--- src/rtl/ccu_crc16_cfg.svh ---
`ifndef CCU_CRC16_CFG_SVH
`define CCU_CRC16_CFG_SVH

// register byte offsets
`define CCU_OFS_RESULT 8'h04
`define CCU_OFS_DATA_LO 8'h80
`define CCU_OFS_DATA_HI 8'hFF

// field positions in the result register
`define CCU_RES_MSB 15
`define CCU_FLAG_BIT 16

// reset values
`define CCU_RESULT_RST 16'h0000
`define CCU_DATA_RST 32'h0000_0000

// reflected form of x^16 + x^12 + x^5 + 1
`define CCU_POLY_REFL 16'h8408
// software start value of a computation
`define CCU_CRC_INIT 16'hFFFF
// register content once data plus its inverted crc have passed
`define CCU_CRC_GOOD 16'hF0B8

`endif

--- src/rtl/ccu_pkg.sv ---
package ccu_pkg;
    // running crc value
    typedef logic [15:0] ccu_crc_t;
    // one bus word
    typedef logic [31:0] ccu_word_t;
    // bus access kind decoded at setup
    typedef enum logic [1:0]
    {
        CCU_ACC_NONE = 2'h0,
        CCU_ACC_RESULT = 2'h1,
        CCU_ACC_DATA = 2'h3,
        CCU_ACC_BAD = 2'h2
    } ccu_acc_e;
endpackage

--- src/rtl/ccu_byte_step.sv ---
`timescale 1ns/1ps
`include "ccu_crc16_cfg.svh"

// folds one byte into the crc, lsb first, when enabled
module ccu_byte_step
    import ccu_pkg::*;
(
    input wire logic enable,
    input wire logic [7:0] dataByte,
    input wire ccu_crc_t crcIn,
    output ccu_crc_t crcOut
);
    // eight reflected shift steps
    always_comb
    begin
        ccu_crc_t c;
        logic fb;
        c = crcIn;
        fb = 1'b0;
        for (int i = 0; i < 8; i++)
        begin
            fb = c[0] ^ dataByte[i];
            c = {1'b0, c[15:1]};
            if (fb)
            begin
                c = c ^ `CCU_POLY_REFL;
            end
        end
        crcOut = enable ? c : crcIn;
    end
endmodule // ccu_byte_step

--- src/rtl/ccu_crc16.sv ---
// The APB register port was left to the implementer.
`timescale 1ns/1ps
`include "ccu_crc16_cfg.svh"

module ccu_crc16
    import ccu_pkg::*;
#(
    parameter int ADDR_W = 8
)
(
    input wire logic ref_clk,
    input wire logic resetn,
    input wire logic psel,
    input wire logic penable,
    input wire logic pwrite,
    input wire logic [ADDR_W-1:0] paddr,
    input wire logic [31:0] pwdata,
    input wire logic [3:0] pstrb,
    output logic [31:0] prdata,
    output logic pready,
    output logic pslverr,
    output logic crcPass
);
    ccu_crc_t crcReg;
    ccu_word_t dataReg;
    ccu_acc_e accKind;
    ccu_acc_e next_accKind;
    ccu_crc_t chain [0:4];
    ccu_crc_t next_crc;
    logic setupPhase;
    logic doWrite;
    logic [7:0] addrLow;
    logic flagNow;
    ccu_word_t resultWord;
    ccu_word_t next_rdata;

    assign setupPhase = psel && !penable;
    // write takes effect at the completing access edge
    assign doWrite = psel && penable && pready && pwrite && !pslverr;
    assign addrLow = paddr[7:0];

    // address decode at setup
    always_comb
    begin
        if (addrLow == `CCU_OFS_RESULT)
        begin
            next_accKind = CCU_ACC_RESULT;
        end
        else if (addrLow >= `CCU_OFS_DATA_LO)
        begin
            next_accKind = CCU_ACC_DATA;
        end
        else
        begin
            next_accKind = CCU_ACC_BAD;
        end
    end

    // byte chain, lane 0 first; all lanes in one cycle
    assign chain[0] = crcReg;
    // lane 0: least significant byte folds first
    ccu_byte_step uStep0
    (
        .enable(pstrb[0]),
        .dataByte(pwdata[7:0]),
        .crcIn(chain[0]),
        .crcOut(chain[1])
    );
    // lane 1 sees the crc after lane 0
    ccu_byte_step uStep1
    (
        .enable(pstrb[1]),
        .dataByte(pwdata[15:8]),
        .crcIn(chain[1]),
        .crcOut(chain[2])
    );
    // lane 2
    ccu_byte_step uStep2
    (
        .enable(pstrb[2]),
        .dataByte(pwdata[23:16]),
        .crcIn(chain[2]),
        .crcOut(chain[3])
    );
    // lane 3: most significant byte folds last
    ccu_byte_step uStep3
    (
        .enable(pstrb[3]),
        .dataByte(pwdata[31:24]),
        .crcIn(chain[3]),
        .crcOut(chain[4])
    );
    assign next_crc = chain[4];

    // pass flag as software sees it, from the stored crc
    assign flagNow = (crcReg == `CCU_CRC_GOOD);

    // result word: reserved zero, flag, inverted crc
    always_comb
    begin
        resultWord = 32'h0000_0000;
        resultWord[`CCU_FLAG_BIT] = flagNow;
        resultWord[`CCU_RES_MSB:0] = ~crcReg;
    end

    // read mux by the access kind decoded at setup
    always_comb
    begin
        case (next_accKind)
            CCU_ACC_RESULT:
            begin
                next_rdata = resultWord;
            end
            CCU_ACC_DATA:
            begin
                next_rdata = dataReg;
            end
            default:
            begin
                next_rdata = 32'h0000_0000;
            end
        endcase
    end

    // access kind latched for the access phase
    always_ff @(posedge ref_clk)
    begin
        if (!resetn)
        begin
            accKind <= CCU_ACC_NONE;
        end
        else if (setupPhase)
        begin
            accKind <= next_accKind;
        end
    end

    // one wait-free access phase per transfer
    always_ff @(posedge ref_clk)
    begin
        if (!resetn)
        begin
            pready <= 1'b0;
            pslverr <= 1'b0;
        end
        else
        begin
            pready <= setupPhase;
            pslverr <= setupPhase && (next_accKind == CCU_ACC_BAD);
        end
    end

    // running crc: software load or data absorption
    always_ff @(posedge ref_clk)
    begin
        if (!resetn)
        begin
            crcReg <= `CCU_RESULT_RST;
        end
        else if (doWrite && accKind == CCU_ACC_RESULT)
        begin
            // flag bit 16 is not stored, so writes to it vanish
            if (pstrb[0])
            begin
                crcReg[7:0] <= pwdata[7:0];
            end
            if (pstrb[1])
            begin
                crcReg[15:8] <= pwdata[15:8];
            end
        end
        else if (doWrite && accKind == CCU_ACC_DATA)
        begin
            crcReg <= next_crc;
        end
    end

    // data port holds the last written bytes
    always_ff @(posedge ref_clk)
    begin
        if (!resetn)
        begin
            dataReg <= `CCU_DATA_RST;
        end
        else if (doWrite && accKind == CCU_ACC_DATA)
        begin
            for (int b = 0; b < 4; b++)
            begin
                if (pstrb[b])
                begin
                    dataReg[8*b +: 8] <= pwdata[8*b +: 8];
                end
            end
        end
    end

    // pass flag from the stored crc
    always_ff @(posedge ref_clk)
    begin
        if (!resetn)
        begin
            crcPass <= 1'b0;
        end
        else
        begin
            crcPass <= flagNow;
        end
    end

    // read data captured at setup, from the settled register
    always_ff @(posedge ref_clk)
    begin
        if (!resetn)
        begin
            prdata <= 32'h0000_0000;
        end
        else if (setupPhase && !pwrite)
        begin
            prdata <= next_rdata;
        end
    end
endmodule // ccu_crc16

--- config.mk ---
export PLATFORM = sky130hd
export DESIGN_NAME = ccu_crc16
export DESIGN_NICKNAME = d
export VERILOG_FILES = /design/src/rtl/ccu_pkg.sv /design/src/rtl/ccu_byte_step.sv /design/src/rtl/ccu_crc16.sv
export VERILOG_INCLUDE_DIRS = /design/src /design/src/rtl
export SDC_FILE = /design/constraint.sdc
export NUM_CORES = 1
export LEC_CHECK = 0
export ABC_CLOCK_PERIOD_IN_PS = 10350
export BUFFER_PORTS_ARGS = -buffer_cell sky130_fd_sc_hd__buf_2
export CORE_MARGIN = 2
export CORE_UTILIZATION = 45
export DETAILED_ROUTE_END_ITERATION = 8
export GPL_TIMING_DRIVEN = 1
export SLEW_MARGIN = 0
export SYNTH_ARGS = -nofsm -noshare
export SYNTH_HDL_FRONTEND = slang
export SYNTH_SLANG_ARGS = --single-unit
--- constraint.sdc ---
create_clock -name ref_clk -period 10.35 [get_ports ref_clk]
set_clock_uncertainty 0.2 [all_clocks]
set_input_delay 1.5525 -clock ref_clk [delete_from_list [all_inputs] [get_ports ref_clk]]
set_output_delay 1.5525 -clock ref_clk [all_outputs]
set_load 0.03 [all_outputs]
==> Word-level counts from Yosys, hierarchy flattened <==
Index checks and enable logic that the tools add are counted.
{ "op_classes": {"n_bitwise": 65, "n_eq_ne": 9, "n_reduce_logical": 19, "n_mux": 43, "order_cmp": 1} }
{ "op_table": {"columns": ["cell", "count"], "rows": [
  ["$mux W16", 38],
  ["$not A2 Y3", 32],
  ["$pmux W32 S2", 1],
  ["$xor A1 B1 Y1", 32],
  ["$eq A16 B16 Y1 const B", 1],
  ["$mux W8", 2],
  ["$not A16 Y16", 1],
  ["$reduce_and A2 Y1", 6],
  ["$logic_and A1 B1 Y1", 9],
  ["$eq A8 B3 Y1 const B", 1],
  ["$ge A8 B8 Y1 const B", 1],
  ["$eq A2 B2 Y1 const B", 3],
  ["$eq A2 B1 Y1 const B", 2],
  ["$ne A2 B2 Y1 const B", 2],
  ["$logic_not A1 Y1", 3],
  ["$mux W2", 1],
  ["$reduce_bool A2 Y1", 1],
  ["$mux W1", 1]
]} }
{ "word_totals": {"in_bits": 49, "wordCells": 148, "regBits": 85} }

==> Logic depth before layout (Yosys ltp) <==
{ "logic_depth": {"depth_word": 70, "ltp_mapped": 15} }

==> By module <==
Synthesis repeated with hierarchy kept, for this count alone.
{ "unflattened": {"cells_unflattened": 609, "area_unflattened_um2": 5821.8} }
{ "by_module_without_submodules": {"columns": ["module", "cells_each", "n_inst", "area_each_um2"], "rows": [
  ["ccu_crc16", 409, 1, 3599.7],
  ["ccu_byte_step", 50, 4, 555.5]
]} }

==> Least setup slack after synthesis <==
OpenSTA, ideal clock, no wires.
{ "synth_timing": {"path_type": "input -> register", "from": "input port pwdata[0]", "to": "register crcReg[15]", "setup_ps": 119, "cell_stages": 13, "path_slack_ps": 5239, "t_arrival_ps": 4793, "cell_sequence": "xnor3_2 xnor2_2 a21o_1 and2_1 buf_4 xnor3_1 a21oi_1 xnor3_2 mux2i_1 or4_4 xnor2_4 nor2b_1 o221a_1"} }
{ "synth_via": {"elab_chain_len": 46, "word_cells_on_any_way": 61, "classes_between": "38 x mux; 23 x bitwise"} }
{ "synth_lines": {"columns": ["item", "line", "source"], "rows": [
  ["start: declaration", "ccu_crc16.sv:17", "input wire logic [31:0] pwdata,"],
  ["$xor A1 B1 Y1 (*)", "ccu_byte_step.sv:22", "fb = c[0] ^ dataByte[i];"],
  ["$mux W16 (*) (4 in a row)", "ccu_byte_step.sv:24", "if (fb)"],
  ["$xor A1 B1 Y1 / $mux W16 (equally long branches)", "ccu_byte_step.sv:22, ccu_byte_step.sv:24", null],
  ["$mux W16 (*) (4 in a row)", "ccu_byte_step.sv:24", null],
  ["$mux W16 (*)", "ccu_byte_step.sv:29", "crcOut = enable ? c : crcIn;"],
  ["$xor A1 B1 Y1 / $mux W16 (equally long branches)", "ccu_byte_step.sv:22, ccu_byte_step.sv:24", null],
  ["$mux W16 (2 in a row)", "ccu_byte_step.sv:24", null],
  ["$mux W16, or another cell as far along", "ccu_byte_step.sv:24", null],
  ["(+18 left out)", null, null],
  ["$mux W16 (3 in a row)", "ccu_byte_step.sv:24", null],
  ["$not A2 Y3 (no line) / $xor A1 B1 Y1 (equally long branches)", null, null],
  ["$mux W16 (4 in a row)", "ccu_byte_step.sv:24", null],
  ["$xor A1 B1 Y1", "ccu_byte_step.sv:22", null],
  ["$mux W16", "ccu_byte_step.sv:24", null],
  ["$mux W16 (*)", "ccu_byte_step.sv:29", null],
  ["$mux W16 (*)", "ccu_crc16.sv:172", "else if (doWrite && accKind == CCU_ACC_DATA)"],
  ["$mux W16 (*)", "ccu_crc16.sv:160", "else if (doWrite && accKind == CCU_ACC_RESULT)"],
  ["end signal: assignment", "ccu_crc16.sv:158", "crcReg <= `CCU_RESULT_RST;"],
  ["end signal: assignment", "ccu_crc16.sv:169", "crcReg[15:8] <= pwdata[15:8];"],
  ["end signal: assignment", "ccu_crc16.sv:174", "crcReg <= next_crc;"],
  ["end: declaration", "ccu_crc16.sv:24", "ccu_crc_t crcReg;"]
]} }
Every way passes the cells marked *; elsewhere a longest branch is shown, timed or not. The select of a mux whose other input is x is not followed.
A chain may end at the register's enable or synchronous reset.

==> Final worst setup path <==
{ "layout_timing": {"from": "input port pstrb[0]", "to": "register crcReg[10]"} }
{ "layout_via": {"elab_chain_len": 36, "word_cells_on_any_way": 61, "classes_between": "30 x mux; 31 x bitwise"} }
{ "layout_lines": {"columns": ["item", "line", "source"], "rows": [
  ["start: declaration", "ccu_crc16.sv:18", "input wire logic [3:0] pstrb,"],
  ["$mux W16 (*)", "ccu_byte_step.sv:29", null],
  ["$mux W16, or another cell as far along", "ccu_byte_step.sv:24", null],
  ["$mux W16", "ccu_byte_step.sv:24", null],
  ["$mux W16, or another cell as far along", "ccu_byte_step.sv:24", null],
  ["$xor A1 B1 Y1, or another cell as far along", "ccu_byte_step.sv:22", null],
  ["$mux W16", "ccu_byte_step.sv:24", null],
  ["$mux W16 / $xor A1 B1 Y1 (equally long branches)", "ccu_byte_step.sv:24, ccu_byte_step.sv:22", null],
  ["$mux W16", "ccu_byte_step.sv:24", null],
  ["(+17 left out)", null, null],
  ["$mux W16 / $xor A1 B1 Y1 (equally long branches)", "ccu_byte_step.sv:24, ccu_byte_step.sv:22", null],
  ["$xor A1 B1 Y1, or another cell as far along", "ccu_byte_step.sv:22", null],
  ["$mux W16 (4 in a row)", "ccu_byte_step.sv:24", null],
  ["$xor A1 B1 Y1 / $not A2 Y3 (equally long branches)", null, null],
  ["$mux W16", "ccu_byte_step.sv:24", null],
  ["$mux W16 (*)", "ccu_byte_step.sv:29", null],
  ["$mux W16 (*)", "ccu_crc16.sv:172", null],
  ["$mux W16 (*)", "ccu_crc16.sv:160", null]
]} }
Marks and branches as above.

==> flow_results.org <==
** Layout
- Layout area overhead :: 12.92%
- After the last flow step, the layout net total stands at 850.
- Count of inserted antenna diode cells :: 0
- At the end of the flow the core is filled with cells to 0.5199.
- In the final layout, the share of cells above drive strength 1 is 0.1625.

** STA
- Unrepaired setup endpoints after global routing :: no
- Timing would allow up to 0.1693 GHz.
- Adding up every negative setup slack in the final design gives 0 ns.
- Dividing the final minimum period by the clock period gives 0.5707.
- Setup-failing EPs final :: 0
- Max-slew headroom :: 0.1779
- Subtracting the final worst setup slack from the clock period gives 5.906 ns.
- Slew of the pin with the lowest slew margin :: 1.231 ns
- The count of final max-slew check failures was 0.
- The count of final hold-check violations is 0.
- Final worst setup slack :: 4.444 ns
- Across all hold checks on the routed design, the worst slack comes to 0.2475 ns.

** Detailed routing
- DR iter-0 viols :: 458
- In the final routing, the length of wire on met1 measures 8739 um.
- The highest layer touched by signal routing is met4.
- DRT antenna net count :: 0
- Pre-antenna DRT Iters :: 5
- Metal2 WL :: 8570 um
- Total detailed-routing wirelength :: 19,080 um
- The final route contains 5,636 vias.
- In the final routed layout, each cell accounts on average for 19.43 um.
- After detailed routing, the number of remaining DRC violations is 0.
- Amount of wire on met3 after detailed routing :: 1067 um
- Number of vias per cell :: 5.739

** Power
- Relative contribution of the clock network to total power :: 0.324
- Of the total power, combinational logic draws 0.361.
- Overall power consumption after layout is estimated at 1.062 mW.
- Fraction of power consumed by sequential logic :: 0.315
- IR analysis of the VDD net gives a maximum drop of 0.1015 mV.
- Net switching power :: 0.3580 mW
- For this design the static power due to leakage is 2.714 nW.
- Net Sw Frac :: 0.3370
- In this run the power density over the cells is 154.9 nW/um2.
- Internal Dissipation :: 0.7043 mW

** Min path
- Type of the most critical hold path :: flop to flop

** Synthesis
- Most instantiated library cell after synthesis :: sky130_fd_sc_hd__nand2_1
- After synthesis the cells add up to 6073 um2.
- By count the netlist is led by sky130_fd_sc_hd__nand2_1 (108), sky130_fd_sc_hd__dfxtp_1 (85), sky130_fd_sc_hd__a21oi_1 (76).
- In this run the mean area of a mapped cell was 8.066 um2.
- Number of enable flip-flop cells after synthesis :: 0
- The Yosys step of the flow raised 0 warnings.
- Most area-consuming cells after synthesis :: sky130_fd_sc_hd__dfxtp_1 (28%), sky130_fd_sc_hd__xnor2_1 (8.9%), sky130_fd_sc_hd__nand2_1 (6.7%)
- Syn_nets :: 802
- Yosys reg bits :: 85
- Share of the synthesized area in the top cell type :: 0.2802
- The biggest area contributor in the post-synthesis netlist is sky130_fd_sc_hd__dfxtp_1.
- Among all flip-flop cells after synthesis, the most frequent one is sky130_fd_sc_hd__dfxtp_1.
- Gate Count Post-Synth :: 753
- Of all flip-flops after synthesis, the portion carrying an async set or reset was 0.
- Sequential cell area fraction in the yosys report :: 0.2802
- Yosys mapped the design onto 67 distinct sky130hd cell types.

** Critical path
- In this run the worst path has a maximum fanout of 47.
- Critical Path Source Type :: primary input
- Flop2flop setup slack :: 5.35 ns
- Endpoint required time on the critical path :: 10.39 ns
- Setup Crit Path Kind :: primary input to flop
- The worst setup path is captured at a flop.
- Worst endpoint data arrival time :: 5.94 ns

** Floorplan
- Standard-cell row count :: 42
- The initial utilization of the core area, before any placement, comes to 0.4604.
- Die H :: 120.2 um
- The die covers 14,440 um2.
- 84 I/O pins were placed.
- After floorplanning, the core was sized to cover 13,190 um2.
- The die is 120.2 um wide.

** Clock network
- Clock tree from TritonCTS :: yes
- After clock tree synthesis, the setup repair step added 0 buffers.
- Clock slew seen by the registers of the worst setup and hold paths :: 0.07 ns
- Root Buffer :: sky130_fd_sc_hd__clkbuf_16
- At the later pin of the worst-skew pair, clock insertion delay measures 0.34 ns.
- Number of H-tree levels :: 3
- Clock net sink count :: 85
- Buffers inserted to repair hold after CTS numbered 0.
- Cells resized by post-CTS repair :: 0
- The longest clock path from root to sink contains 2 buffers.
- Counting the buffers created by CTS gives 9.

** Global route
- Summed over all layers, the global routing overflow is 0.
- The first global-routing pass estimated 29,820 um of wire.
- Entering global routing, the biggest net connects 71 pins.
- The number of global-route vias before repair is 5,320.
- The initial antenna violation count was 0.
- Across every metal layer, demand over resource in global routing totals 0.2688.

** Outcome
- The run finished with clean final reports.

** Placement
- Number of buffer cells added on primary ports :: 83
- Routability-driven placement congestion ratio :: 0.8976
- Detailed placement finished with a half-perimeter wire length of 14,430 um.
- Setup slack at placement :: 4.226 ns

** Flow run
- The tool flagged a number of max-cap violations equal to 0.
## power groups by stage
stage / logic (mW) / clock network [mW] / registers (mW)
floorplan: 0.287 / 0 / 0.347
global placement: 0.374 / 0 / 0.342
detailed placement: 0.377 / 0 / 0.342
CTS: 0.379 / 0.349 / 0.334
global route: 0.411 / 0.364 / 0.335
finish: 0.384 / 0.344 / 0.334
## layout make-up
type	instances	area, um2
sequential	85	1702
fill	1310	6332
multi-input combinational	612	4155
clock buffer	11	252.7
tap	176	220.2
inverter	7	26.28
timing repair buffer	86	437.9
clock inverter	5	63.81
## final timing paths
kind / startpoint / to / depth (start not counted)
max: pstrb[0] / crcReg[10]$_SDFFE_PN0P_ / 11
min: prdata[18]$_SDFFE_PN0P_ / prdata[18]$_SDFFE_PN0P_ / 2
max reg2reg: crcReg[1]$_SDFFE_PN0P_ / crcReg[10]$_SDFFE_PN0P_ / 11
min reg2reg: prdata[18]$_SDFFE_PN0P_ / prdata[18]$_SDFFE_PN0P_ / 2
## worst max-delay path, stage by stage
cell and delay [ns]:
sky130_fd_sc_hd__buf_2 0.65, sky130_fd_sc_hd__mux2i_1 0.70, sky130_fd_sc_hd__xnor2_2 0.25, sky130_fd_sc_hd__xnor3_1 0.45
sky130_fd_sc_hd__a21oi_1 0.35, sky130_fd_sc_hd__xnor3_2 0.61, sky130_fd_sc_hd__mux2i_1 0.16, sky130_fd_sc_hd__or4_4 0.61
sky130_fd_sc_hd__xnor2_4 0.19, sky130_fd_sc_hd__xnor2_1 0.14, sky130_fd_sc_hd__o31ai_1 0.26
## routing by layer
layer / vias up / track usage
met4: 0 / 0.1118
met2: 185 / 0.4155
li1: 2756 / -
met1: 2652 / 0.3744
met3: 43 / 0.04151
met5: - / 0
## sequential cells by signal, summed over array words and instances (netlist names)
register / count
dataReg: 32
accKind: 2
pslverr: 1
prdata: 32
crcPass: 1
crcReg: 16
pready: 1
## metrics by stage
stage / instances / instance area (um2)
4_1_cts: 982 / 6858
5_1_grt: 982 / 6858
3_3_place_gp: 966 / 6541
3_5_place_dp: 966 / 6541
2_1_floorplan: 753 / 6073
6_report: 982 / 6858
## cell usage in the layout, fill, tap and decap left out, types with 18 or more instances in the layout
master                     Yosys  final
sky130_fd_sc_hd__a21oi_1      76     76
sky130_fd_sc_hd__nand3_1      48     48
sky130_fd_sc_hd__nand2_1     108    108
sky130_fd_sc_hd__o21ai_0      41     41
sky130_fd_sc_hd__dfxtp_1      85     85
sky130_fd_sc_hd__buf_2         6     83
sky130_fd_sc_hd__nor2_1       67     66
sky130_fd_sc_hd__xor2_1       18     18
sky130_fd_sc_hd__xnor2_1      62     62
sky130_fd_sc_hd__o211ai_1     22     22
## cells by family (layout without fill, tap and decap cells)
group                  after synthesis  count (layout)  synth area share
AND/OR/NAND/NOR                    285             285            0.2155
XOR/XNOR                           109             109            0.2223
multiplexers                        22              22           0.03770
buffers and inverters               56             109           0.03646
flip-flops                          85              85            0.2802
AO/OA/AOI/OAI                      196             196            0.2079
Power figures use the tool's default switching activity.
